$ cat config.mk
export PLATFORM = sky130hd
export DESIGN_NAME = tdo_top
export DESIGN_NICKNAME = d
export VERILOG_FILES = /design/src/tdo_pkg.sv /design/src/tdo_tone_if.sv /design/src/tdo_top.sv /design/src/tdo_tone.sv
export SDC_FILE = /design/constraint.sdc
export NUM_CORES = 1
export LEC_CHECK = 0
export BUFFER_PORTS_ARGS = -buffer_cell sky130_fd_sc_hd__buf_2
export CAP_MARGIN = 30
export CELL_PAD_IN_SITES_DETAIL_PLACEMENT = 0
export CELL_PAD_IN_SITES_GLOBAL_PLACEMENT = 1
export CORE_MARGIN = 2
export CORE_UTILIZATION = 30
export CTS_BUF_LIST = sky130_fd_sc_hd__clkbuf_8 sky130_fd_sc_hd__clkbuf_16
export CTS_CLUSTER_SIZE = 28
export DETAILED_ROUTE_END_ITERATION = 7
export MAX_ROUTING_LAYER = met4
export PLACE_DENSITY_LB_ADDON = 0.25
export RECOVER_POWER = 100
export SLEW_MARGIN = 5
export SYNTH_ARGS = -nofsm -noshare
export SYNTH_HDL_FRONTEND = slang
export SYNTH_SLANG_ARGS = --single-unit
$ cat constraint.sdc
create_clock -name clk -period 6.07 [get_ports clk]
set_input_delay 0.9105 -clock clk [delete_from_list [all_inputs] [get_ports clk]]
set_output_delay 0.9105 -clock clk [all_outputs]
set_load 0.005 [all_outputs]
$ cat src/tdo_pkg.sv
package tdo_pkg;

	// ------------------------------------------------------------
	// Clock and time base
	// ------------------------------------------------------------
	localparam int CLK_HZ        = 250_000_000;
	localparam int MS_PER_S      = 1000;
	localparam int US_PER_S      = 1_000_000;
	localparam int MS_CYCLES     = CLK_HZ / MS_PER_S;
	localparam int DIV_W         = 18;

	// ------------------------------------------------------------
	// Sequencing times
	// ------------------------------------------------------------
	localparam int BURST_GAP_MS   = 95;
	localparam int CONFIRM_GAP_MS = 2;
	localparam int PULSE_MS       = 95;
	localparam int TONE_MS        = 95;
	localparam int TMO_SHORT_S    = 10;
	localparam int TMO_LONG_S     = 60;
	localparam int TMO_SHORT_MS   = TMO_SHORT_S * MS_PER_S;
	localparam int TMO_LONG_MS    = TMO_LONG_S * MS_PER_S;
	localparam int MS_W           = 16;

	localparam int HEALTH_US      = 350;
	localparam int HEALTH_CYCLES  = (HEALTH_US * (CLK_HZ / US_PER_S));
	localparam int HEALTH_W       = 17;

	localparam int TONE_HZ          = 4000;
	localparam int TONE_HALF_CYCLES = CLK_HZ / (2 * TONE_HZ);
	localparam int TONE_W           = 15;

	// ------------------------------------------------------------
	// Signal processing
	// ------------------------------------------------------------
	localparam int SIG_W = 16;
	localparam logic [SIG_W-1:0] THR_HIGH_GAIN = 16'h0010;
	localparam logic [SIG_W-1:0] THR_MED_GAIN  = 16'h0020;
	localparam logic [SIG_W-1:0] THR_LOW_GAIN  = 16'h0040;
	localparam int HYST_PCT = 17;
	localparam int PCT_FULL = 100;

	localparam logic [2:0] INTEG_LIMIT     = 3'h4;
	localparam logic [3:0] DRIFT_UP_BURSTS = 4'h8;
	localparam logic [3:0] DRIFT_DN_BURSTS = 4'h2;
	localparam logic [SIG_W-1:0] DRIFT_STEP = 16'h0001;

	// ------------------------------------------------------------
	// Types
	// ------------------------------------------------------------
	typedef enum logic [1:0] {
		MODE_DC_SHORT,
		MODE_DC_LONG,
		MODE_TOGGLE,
		MODE_PULSE
	} tdo_mode_t;

	typedef enum logic [1:0] {
		GAIN_HIGH,
		GAIN_MED,
		GAIN_LOW
	} tdo_gain_t;

	// Gain strap sense code: bit 0 tied to sense pin a, bit 1 to b
	localparam logic [1:0] GSENSE_TO_A = 2'h1;
	localparam logic [1:0] GSENSE_TO_B = 2'h2;

	function automatic logic [SIG_W-1:0] tdo_hyst(
		input logic [SIG_W-1:0] delta
	);
		int prod;
		prod = (int'(delta) * HYST_PCT) / PCT_FULL;
		return prod[SIG_W-1:0];
	endfunction

endpackage

$ cat src/tdo_tone_if.sv
`timescale 1ns/100ps
interface tdo_tone_if;
	logic ms_tick;
	logic start;
	logic busy;
	logic phase;

	modport ctrl (output ms_tick, output start, input busy, input phase);
	modport tone (input ms_tick, input start, output busy, output phase);
endinterface

$ cat src/tdo_top.sv
`timescale 1ns/100ps
module tdo_top #(
	parameter int MS_CYCLES        = tdo_pkg::MS_CYCLES,
	parameter int HEALTH_CYCLES    = tdo_pkg::HEALTH_CYCLES,
	parameter int TONE_HALF_CYCLES = tdo_pkg::TONE_HALF_CYCLES
) (
	// Clock and reset
	input  wire logic                     clk,
	input  wire logic                     nrst,
	// Straps
	input  wire logic                     mode_strap_a,
	input  wire logic                     mode_strap_b,
	input  wire logic [1:0]               gain_sense,
	// Acquisition front end
	output logic                          burst_req,
	input  wire logic                     sample_valid,
	input  wire logic [tdo_pkg::SIG_W-1:0] sample,
	// Detect output pin
	output logic                          detect_out,
	output logic                          detect_oe,
	// Sense pins as piezo bridge
	output logic                          sense_pin_a_o,
	output logic                          sense_pin_a_oe,
	output logic                          sense_pin_b_o,
	output logic                          sense_pin_b_oe,
	// Status
	output logic                          detect_active,
	output logic                          recal_pending,
	output logic [tdo_pkg::SIG_W-1:0]     reference_level,
	output tdo_pkg::tdo_mode_t            mode_sel,
	output tdo_pkg::tdo_gain_t            gain_sel
);
	import tdo_pkg::*;

	typedef enum logic [1:0] {
		ST_INIT,
		ST_WAIT,
		ST_HEALTH,
		ST_ACQ
	} tdo_state_t;

	tdo_state_t        state_q;
	logic              straps_taken_q;
	logic [DIV_W-1:0]  div_q;
	logic              ms_tick;
	logic [MS_W-1:0]   gap_cnt_q;
	logic [MS_W-1:0]   gap_len_q;
	logic [HEALTH_W-1:0] hcnt_q;
	logic              health_done;
	logic              eval;

	logic [SIG_W-1:0]  ref_q;
	logic [2:0]        integ_q;
	logic [3:0]        drift_q;
	logic              conf_q;
	logic              conf_prev_q;
	logic              recal_q;
	logic              rise;

	logic [SIG_W-1:0]  delta;
	logic [SIG_W:0]    thr;
	logic [SIG_W:0]    drop;
	logic              above;
	logic              released;

	logic [MS_W-1:0]   tmo_q;
	logic [MS_W-1:0]   tmo_lim;
	logic              expire;
	logic [MS_W-1:0]   pulse_cnt_q;
	logic              pulse_q;

	tdo_tone_if tif ();

	// ------------------------------------------------------------
	// Millisecond enable
	// ------------------------------------------------------------
	always_ff @(posedge clk or negedge nrst) begin
		if (!nrst) begin
			div_q <= '0;
		end else if (div_q == DIV_W'(MS_CYCLES - 1)) begin
			div_q <= '0;
		end else begin
			div_q <= div_q + 1'b1;
		end
	end

	assign ms_tick = (div_q == DIV_W'(MS_CYCLES - 1));

	// ------------------------------------------------------------
	// Strap capture after reset release
	// ------------------------------------------------------------
	always_ff @(posedge clk or negedge nrst) begin
		if (!nrst) begin
			straps_taken_q <= 1'b0;
			mode_sel       <= MODE_DC_SHORT;
			gain_sel       <= GAIN_HIGH;
		end else if (!straps_taken_q) begin
			straps_taken_q <= 1'b1;
			case ({mode_strap_a, mode_strap_b})
				2'h3:    mode_sel <= MODE_DC_SHORT;
				2'h2:    mode_sel <= MODE_DC_LONG;
				2'h0:    mode_sel <= MODE_TOGGLE;
				default: mode_sel <= MODE_PULSE;
			endcase
			case (gain_sense)
				GSENSE_TO_B: gain_sel <= GAIN_MED;
				GSENSE_TO_A: gain_sel <= GAIN_LOW;
				default:     gain_sel <= GAIN_HIGH;
			endcase
		end
	end

	// ------------------------------------------------------------
	// Burst sequencer
	// ------------------------------------------------------------
	assign health_done = (state_q == ST_HEALTH) &&
	                     (hcnt_q == HEALTH_W'(HEALTH_CYCLES - 1));
	assign burst_req   = health_done;
	assign eval        = (state_q == ST_ACQ) && sample_valid;

	always_ff @(posedge clk or negedge nrst) begin
		if (!nrst) begin
			state_q   <= ST_INIT;
			gap_cnt_q <= '0;
			hcnt_q    <= '0;
		end else begin
			case (state_q)
				ST_INIT: begin
					state_q <= ST_HEALTH;
				end
				ST_WAIT: begin
					if (ms_tick) begin
						if (gap_cnt_q >= gap_len_q - 1'b1) begin
							gap_cnt_q <= '0;
							state_q   <= ST_HEALTH;
						end else begin
							gap_cnt_q <= gap_cnt_q + 1'b1;
						end
					end
				end
				ST_HEALTH: begin
					if (health_done) begin
						hcnt_q  <= '0;
						state_q <= ST_ACQ;
					end else begin
						hcnt_q <= hcnt_q + 1'b1;
					end
				end
				ST_ACQ: begin
					if (sample_valid) begin
						gap_cnt_q <= '0;
						state_q   <= ST_WAIT;
					end
				end
				default: begin
					state_q <= ST_INIT;
				end
			endcase
		end
	end

	// Gap after each burst depends on the integrator
	always_ff @(posedge clk or negedge nrst) begin
		if (!nrst) begin
			gap_len_q <= MS_W'(BURST_GAP_MS);
		end else if (eval) begin
			if (!recal_q && !conf_q && above &&
			    (integ_q + 1'b1) < INTEG_LIMIT) begin
				gap_len_q <= MS_W'(CONFIRM_GAP_MS);
			end else begin
				gap_len_q <= MS_W'(BURST_GAP_MS);
			end
		end
	end

	// ------------------------------------------------------------
	// Threshold and hysteresis
	// ------------------------------------------------------------
	always_comb begin
		case (gain_sel)
			GAIN_MED: delta = THR_MED_GAIN;
			GAIN_LOW: delta = THR_LOW_GAIN;
			default:  delta = THR_HIGH_GAIN;
		endcase
	end

	assign thr      = {1'b0, ref_q} + {1'b0, delta};
	assign drop     = thr - {1'b0, tdo_hyst(delta)};
	assign above    = ({1'b0, sample} >= thr);
	assign released = ({1'b0, sample} < drop);

	// ------------------------------------------------------------
	// Reference, integrator and detection state
	// ------------------------------------------------------------
	always_ff @(posedge clk or negedge nrst) begin
		if (!nrst) begin
			ref_q   <= '0;
			integ_q <= '0;
			drift_q <= '0;
			conf_q  <= 1'b0;
			recal_q <= 1'b1;
		end else if (expire) begin
			conf_q  <= 1'b0;
			integ_q <= '0;
			recal_q <= 1'b1;
		end else if (eval) begin
			if (recal_q) begin
				ref_q   <= sample;
				integ_q <= '0;
				drift_q <= '0;
				conf_q  <= 1'b0;
				recal_q <= 1'b0;
			end else if (conf_q) begin
				if (released) begin
					conf_q <= 1'b0;
				end
				drift_q <= '0;
			end else if (above) begin
				if ((integ_q + 1'b1) == INTEG_LIMIT) begin
					conf_q  <= 1'b1;
					integ_q <= '0;
				end else begin
					integ_q <= integ_q + 1'b1;
				end
			end else begin
				integ_q <= '0;
				if (sample > ref_q) begin
					if (drift_q >= DRIFT_UP_BURSTS - 1'b1) begin
						ref_q   <= ref_q + DRIFT_STEP;
						drift_q <= '0;
					end else begin
						drift_q <= drift_q + 1'b1;
					end
				end else if (sample < ref_q) begin
					if (drift_q >= DRIFT_DN_BURSTS - 1'b1) begin
						ref_q   <= ref_q - DRIFT_STEP;
						drift_q <= '0;
					end else begin
						drift_q <= drift_q + 1'b1;
					end
				end else begin
					drift_q <= '0;
				end
			end
		end
	end

	always_ff @(posedge clk or negedge nrst) begin
		if (!nrst) begin
			conf_prev_q <= 1'b0;
		end else begin
			conf_prev_q <= conf_q;
		end
	end

	assign rise = conf_q && !conf_prev_q;

	// ------------------------------------------------------------
	// Detection timeout
	// ------------------------------------------------------------
	assign tmo_lim = (mode_sel == MODE_DC_LONG) ? MS_W'(TMO_LONG_MS) :
	                 MS_W'(TMO_SHORT_MS);
	assign expire  = conf_q && ms_tick && (tmo_q == tmo_lim - 1'b1);

	always_ff @(posedge clk or negedge nrst) begin
		if (!nrst) begin
			tmo_q <= '0;
		end else if (!conf_q || expire) begin
			tmo_q <= '0;
		end else if (ms_tick) begin
			tmo_q <= tmo_q + 1'b1;
		end
	end

	// ------------------------------------------------------------
	// Output pulse timer
	// ------------------------------------------------------------
	always_ff @(posedge clk or negedge nrst) begin
		if (!nrst) begin
			pulse_q     <= 1'b0;
			pulse_cnt_q <= '0;
		end else if (rise && mode_sel == MODE_PULSE) begin
			pulse_q     <= 1'b1;
			pulse_cnt_q <= '0;
		end else if (pulse_q && ms_tick) begin
			if (pulse_cnt_q == MS_W'(PULSE_MS - 1)) begin
				pulse_q <= 1'b0;
			end
			pulse_cnt_q <= pulse_cnt_q + 1'b1;
		end
	end

	// ------------------------------------------------------------
	// Detect output
	// ------------------------------------------------------------
	always_ff @(posedge clk or negedge nrst) begin
		if (!nrst) begin
			detect_out <= 1'b0;
		end else begin
			case (mode_sel)
				MODE_TOGGLE: begin
					if (rise) begin
						detect_out <= ~detect_out;
					end
				end
				MODE_PULSE: begin
					detect_out <= pulse_q;
				end
				default: begin
					detect_out <= conf_q && !expire;
				end
			endcase
		end
	end

	assign detect_oe = (state_q != ST_HEALTH);

	// ------------------------------------------------------------
	// Piezo tone
	// ------------------------------------------------------------
	assign tif.ms_tick = ms_tick;
	assign tif.start   = rise && (mode_sel != MODE_PULSE);

	tdo_tone #(
		.HALF_CYCLES (TONE_HALF_CYCLES)
	) u_tone (
		.clk  (clk),
		.nrst (nrst),
		.tif  (tif)
	);

	assign sense_pin_a_o  = tif.busy && tif.phase;
	assign sense_pin_b_o  = tif.busy && !tif.phase;
	assign sense_pin_a_oe = tif.busy;
	assign sense_pin_b_oe = tif.busy;

	// ------------------------------------------------------------
	// Status
	// ------------------------------------------------------------
	assign detect_active   = conf_q;
	assign recal_pending   = recal_q;
	assign reference_level = ref_q;

endmodule

$ cat src/tdo_tone.sv
`timescale 1ns/100ps
module tdo_tone #(
	parameter int HALF_CYCLES = tdo_pkg::TONE_HALF_CYCLES
) (
	// Clock and reset
	input wire logic clk,
	input wire logic nrst,
	// Control from the decision logic
	tdo_tone_if.tone tif
);
	import tdo_pkg::*;

	logic [MS_W-1:0]   dur_q;
	logic [TONE_W-1:0] half_q;

	// ------------------------------------------------------------
	// Tone duration
	// ------------------------------------------------------------
	always_ff @(posedge clk or negedge nrst) begin
		if (!nrst) begin
			tif.busy <= 1'b0;
			dur_q    <= '0;
		end else if (tif.start) begin
			tif.busy <= 1'b1;
			dur_q    <= '0;
		end else if (tif.busy && tif.ms_tick) begin
			if (dur_q == MS_W'(TONE_MS - 1)) begin
				tif.busy <= 1'b0;
			end
			dur_q <= dur_q + 1'b1;
		end
	end

	// ------------------------------------------------------------
	// Square wave for the bridge
	// ------------------------------------------------------------
	always_ff @(posedge clk or negedge nrst) begin
		if (!nrst) begin
			half_q    <= '0;
			tif.phase <= 1'b0;
		end else if (!tif.busy || tif.start) begin
			half_q    <= '0;
			tif.phase <= 1'b0;
		end else if (half_q == TONE_W'(HALF_CYCLES - 1)) begin
			half_q    <= '0;
			tif.phase <= ~tif.phase;
		end else begin
			half_q <= half_q + 1'b1;
		end
	end

endmodule

==> implementation parameters <==
Parameter                              Value

Power
  Power per cell area    220 nW/um^2
  Sw Ratio    0.273
  Leak pwr    5.21 nW
  Net switching power    675 uW
  Worst-case vdd ir drop    211 uV
  Reg power frac    0.436
  Power share of the combinational group    0.135
  Pint    1.80 mW
  Part of the power in the clock network    0.429

Worst setup path
  Cells on worst reg2reg path    20
  Chain of cells forming the critical path    inv_1 -> ha_1 -> ha_1 -> inv_1 -> fa_1 -> nor2b_1 -> o21ai_0 -> xnor2_1 -> ha_1 -> inv_1 -> or2_2 -> a31o_2 -> a31o_1 -> o41ai_1 -> a2111oi_0 -> nor3_4 -> a21oi_1 -> o21ai_4 -> buf_4 -> mux2_2
  Critical path start-end classification    reg -> reg
  Number of gates on the worst path with buffers counted    20
  Critical path fanouts, max    15
  Worst path top cell family by delay    compound AO/OA/AOI/OAI gates
  Cell type of the slowest stage on the worst timing path    sky130_fd_sc_hd__o41ai_1
  Worst stage delay on the critical path    0.49 ns
  Critical Path Start Type    flop
  Arrival time worst endpoint    5.72 ns
  Count of buffer and inverter cells on the critical path    4
  Worst Setup End Kind    flop
  Critical path data required time    6.39 ns

Timing
  Setup-violating endpoint count in the final report    0
  Part of the cycle the worst path needs    0.891
  Worst-case setup margin in the final layout    0.664 ns
  Final clock skew    0.00902 ns
  Final worst path period need    5.41 ns
  RSZ-0062 raised after global routing    no
  Worst hold slack across all endpoints    0.458 ns
  Maximum clock rate    185 MHz
  Slew at the pin with the worst max-slew slack    2.13 ns
  Setup TNS Final    0 ns
  Pins over their slew limit    130
  Endpoints failing hold    0
  Worst slew margin relative to its limit    -0.422

Cells and area
  Filler Cell Count    3408
  Final-stage net count    1254
  N_diodes    0
  Area growth, synth to finish    12.7%
  Share of layout cells above drive strength 1    0.0780
  Number of non-filler instances in the completed layout    1596

Logic synthesis
  Flip-flop and latch count after synthesis    152
  Synth top area share    0.377
  Flip-flop cell with the highest count after synthesis    sky130_fd_sc_hd__dfrtp_1
  Syn Nets    1201
  Average footprint of a synthesized cell    9.15 um^2
  Warning count from the yosys run    0
  Most frequently used cell type in the post-synthesis netlist    sky130_fd_sc_hd__dfrtp_1
  Top cells by count, synth    sky130_fd_sc_hd__dfrtp_1 (150), sky130_fd_sc_hd__nor2_1 (141), sky130_fd_sc_hd__nand2_1 (108)
  Post-synthesis cell type with the largest combined area    sky130_fd_sc_hd__dfrtp_1
  Synthesized instance count    1088
  Leading post-synthesis cells by cell area    sky130_fd_sc_hd__dfrtp_1 (38%), sky130_fd_sc_hd__ha_1 (11%), sky130_fd_sc_hd__xor2_1 (5.9%), sky130_fd_sc_hd__nor2_1 (5.3%), sky130_fd_sc_hd__xnor2_1 (5.2%)
  Share of synthesized flip-flops with an asynchronous set or reset    1.00
  Sequential-to-total area share from yosys stat    0.382
  Number of enable flip-flop cells after synthesis    0
  Distinct cell type count after synthesis    78
  Post-Syn Area    9960 um^2

Clock tree
  Clock-pin slew on the worst setup and hold paths    0.07 ns
  H-tree lvl count    4
  Number of buffers created by CTS    17
  TritonCTS clock tree    built
  Number of clock sinks seen by CTS    152
  Total of hold buffers inserted after clock tree synthesis    0
  Setup bufs post-CTS    0
  Bufs on Longest Clock Path    2
  Number of cells upsized or downsized after cts    0
  Cell chosen for the clock root    sky130_fd_sc_hd__clkbuf_16
  Insertion delay of the later-clocked pin in the worst-skew pair    0.43 ns

Min path
  Depth of the worst hold-timing path    1
  Hold WC Path Type    reg -> reg

Floorplan
  Initial core utilization    0.305
  Die width    186 um
  Core ar.    32600 um^2
  I/O pins    52
  Full die area    34700 um^2
  Die height    186 um
  Rows    66

Flow run
  # Max-Cap Violations    2

Place
  Number of placed instances, taps included    1564
  Routability-driven placement congestion ratio    0.786
  Quantity of I/O buffers inserted on ports    51
  Setup WS pre-CTS    0.888 ns
  Detailed-placement wirelength estimate    16.9 mm

GRT
  Number of antenna violations at the first check in global routing    0
  Pin count of the biggest net entering global routing    84
  Vias in the first global route    7605
  Total congestion overflow    0
  First-pass GRT wire length    39.1 mm
  Overall routing resource usage    0.147

Route
  DR WL/cell    14.5 um
  Via density    4.76
  DRC violation count after routing    0
  Number of nets with antenna violations after detailed routing    0
  Total iterations of the first detailed-routing run    5
  Via count of the routed design    7590
  Detailed-route wire length    23.2 mm
  DRT iter0 DRCs    503

Status
  Failing checks    max-capacitance violations, max-slew violations
  Status    finished, violations left
[metrics by stage]
step / utilization / power, mW / instance area (um^2)
finish: 0.344 / 2.47 / 11200
global placement: 0.328 / 1.44 / 10700
floorplan: - / 1.33 / 9960
detailed placement: 0.329 / 1.44 / 10700
CTS: 0.347 / 2.52 / 11300
global route: 0.344 / 2.61 / 11200
[sequential cells by signal, indices dropped and copies added, names as in the netlist, 2 cells and up]
name             cells
div_q               18
drift_q              4
gain_sel             2
gap_cnt_q           16
hcnt_q              17
integ_q              3
mode_sel             2
pulse_cnt_q         16
reference_level     16
state_q              2
tmo_q               16
u_tone.dur_q        16
u_tone.half_q       15
[cell usage in the layout (no fill, tap or decap), types with 5 or more instances in the layout]
cell type                   netlist  layout
sky130_fd_sc_hd__dfrtp_1        150     150
sky130_fd_sc_hd__nor2_1         141     141
sky130_fd_sc_hd__nand2_1        108     109
sky130_fd_sc_hd__ha_1            87      87
sky130_fd_sc_hd__xor2_1          67      67
sky130_fd_sc_hd__xnor2_1         59      59
sky130_fd_sc_hd__inv_1           55      57
sky130_fd_sc_hd__nand3_1         51      51
sky130_fd_sc_hd__a21oi_1         41      42
sky130_fd_sc_hd__buf_2            3      35
sky130_fd_sc_hd__o21ai_0         32      32
sky130_fd_sc_hd__and3_1          24      24
sky130_fd_sc_hd__nand4_1         22      22
sky130_fd_sc_hd__a21o_1          21      21
sky130_fd_sc_hd__nor3_1          19      19
sky130_fd_sc_hd__clkbuf_16        0      17
sky130_fd_sc_hd__or3_1           16      16
sky130_fd_sc_hd__clkbuf_1        15      16
sky130_fd_sc_hd__nor2b_1         15      15
sky130_fd_sc_hd__mux2i_1         15      15
sky130_fd_sc_hd__nor4_1          11      11
sky130_fd_sc_hd__nor4b_1         10      10
sky130_fd_sc_hd__nand2b_1         8       8
sky130_fd_sc_hd__and2_1          11       8
sky130_fd_sc_hd__mux2_2           7       7
sky130_fd_sc_hd__o21a_1           6       6
sky130_fd_sc_hd__a31oi_1          6       6
sky130_fd_sc_hd__o211ai_1         5       5
sky130_fd_sc_hd__and4_1           5       5
sky130_fd_sc_hd__o21bai_1         5       5
sky130_fd_sc_hd__a211oi_1         5       5
[power by group through the flow]
stage | logic (mW) | clock network [mW] | registers [mW]
2_1_floorplan | 0.241 | 0 | 1.09
3_3_place_gp | 0.342 | 0 | 1.10
3_5_place_dp | 0.342 | 0 | 1.10
4_1_cts | 0.346 | 1.10 | 1.08
5_1_grt | 0.386 | 1.14 | 1.08
6_report | 0.334 | 1.06 | 1.08
[cell families (layout without fill, tap and decap cells)]
logic type      after synthesis  after routing  synth area share
fa+ha+maj                    90             90             0.115
compound gates              159            159             0.109
xor+xnor                    128            128             0.115
flops                       152            152             0.382
simple gates                458            458             0.225
mux                          22             22            0.0230
buf+inv                      78            144            0.0309
other cells                   1              1          0.000377
[routing by layer]
layer	vias to the layer above	global-route usage	wire [um]
met3	17	0.0296	568
met4	0	0.0350	234
met2	73	0.224	10200
met1	3611	0.202	12200
li1	3889	-	-
met5	-	-	0
[layout make-up]
cell class / instances / area [um^2] / share of cell area
Tap cell: 442 / 553 / 0.0493
Sequential cell: 152 / 3810 / 0.339
Multi-Input combinational cell: 858 / 5820 / 0.518
Inverter: 56 / 210 / 0.0187
Timing Repair Buffer: 56 / 264 / 0.0235
Clock buffer: 18 / 439 / 0.0391
Clock inverter: 14 / 135 / 0.0120
[worst paths after layout]
| kind | slack (ns) | from | endpoint |
|---|---|---|---|
| max | 0.66 | gain_sel[0] | reference_level[10] |
| min | 0.46 | div_q[0] | div_q[0] |
| max reg2reg | 0.66 | gain_sel[0] | reference_level[10] |
| min reg2reg | 0.46 | div_q[0] | div_q[0] |
| max in group asynchronous | 1.59 | nrst | pulse_cnt_q[9] |
| min in group asynchronous | 0.73 | nrst | gap_cnt_q[5] |
Power figures use the tool's default switching activity.
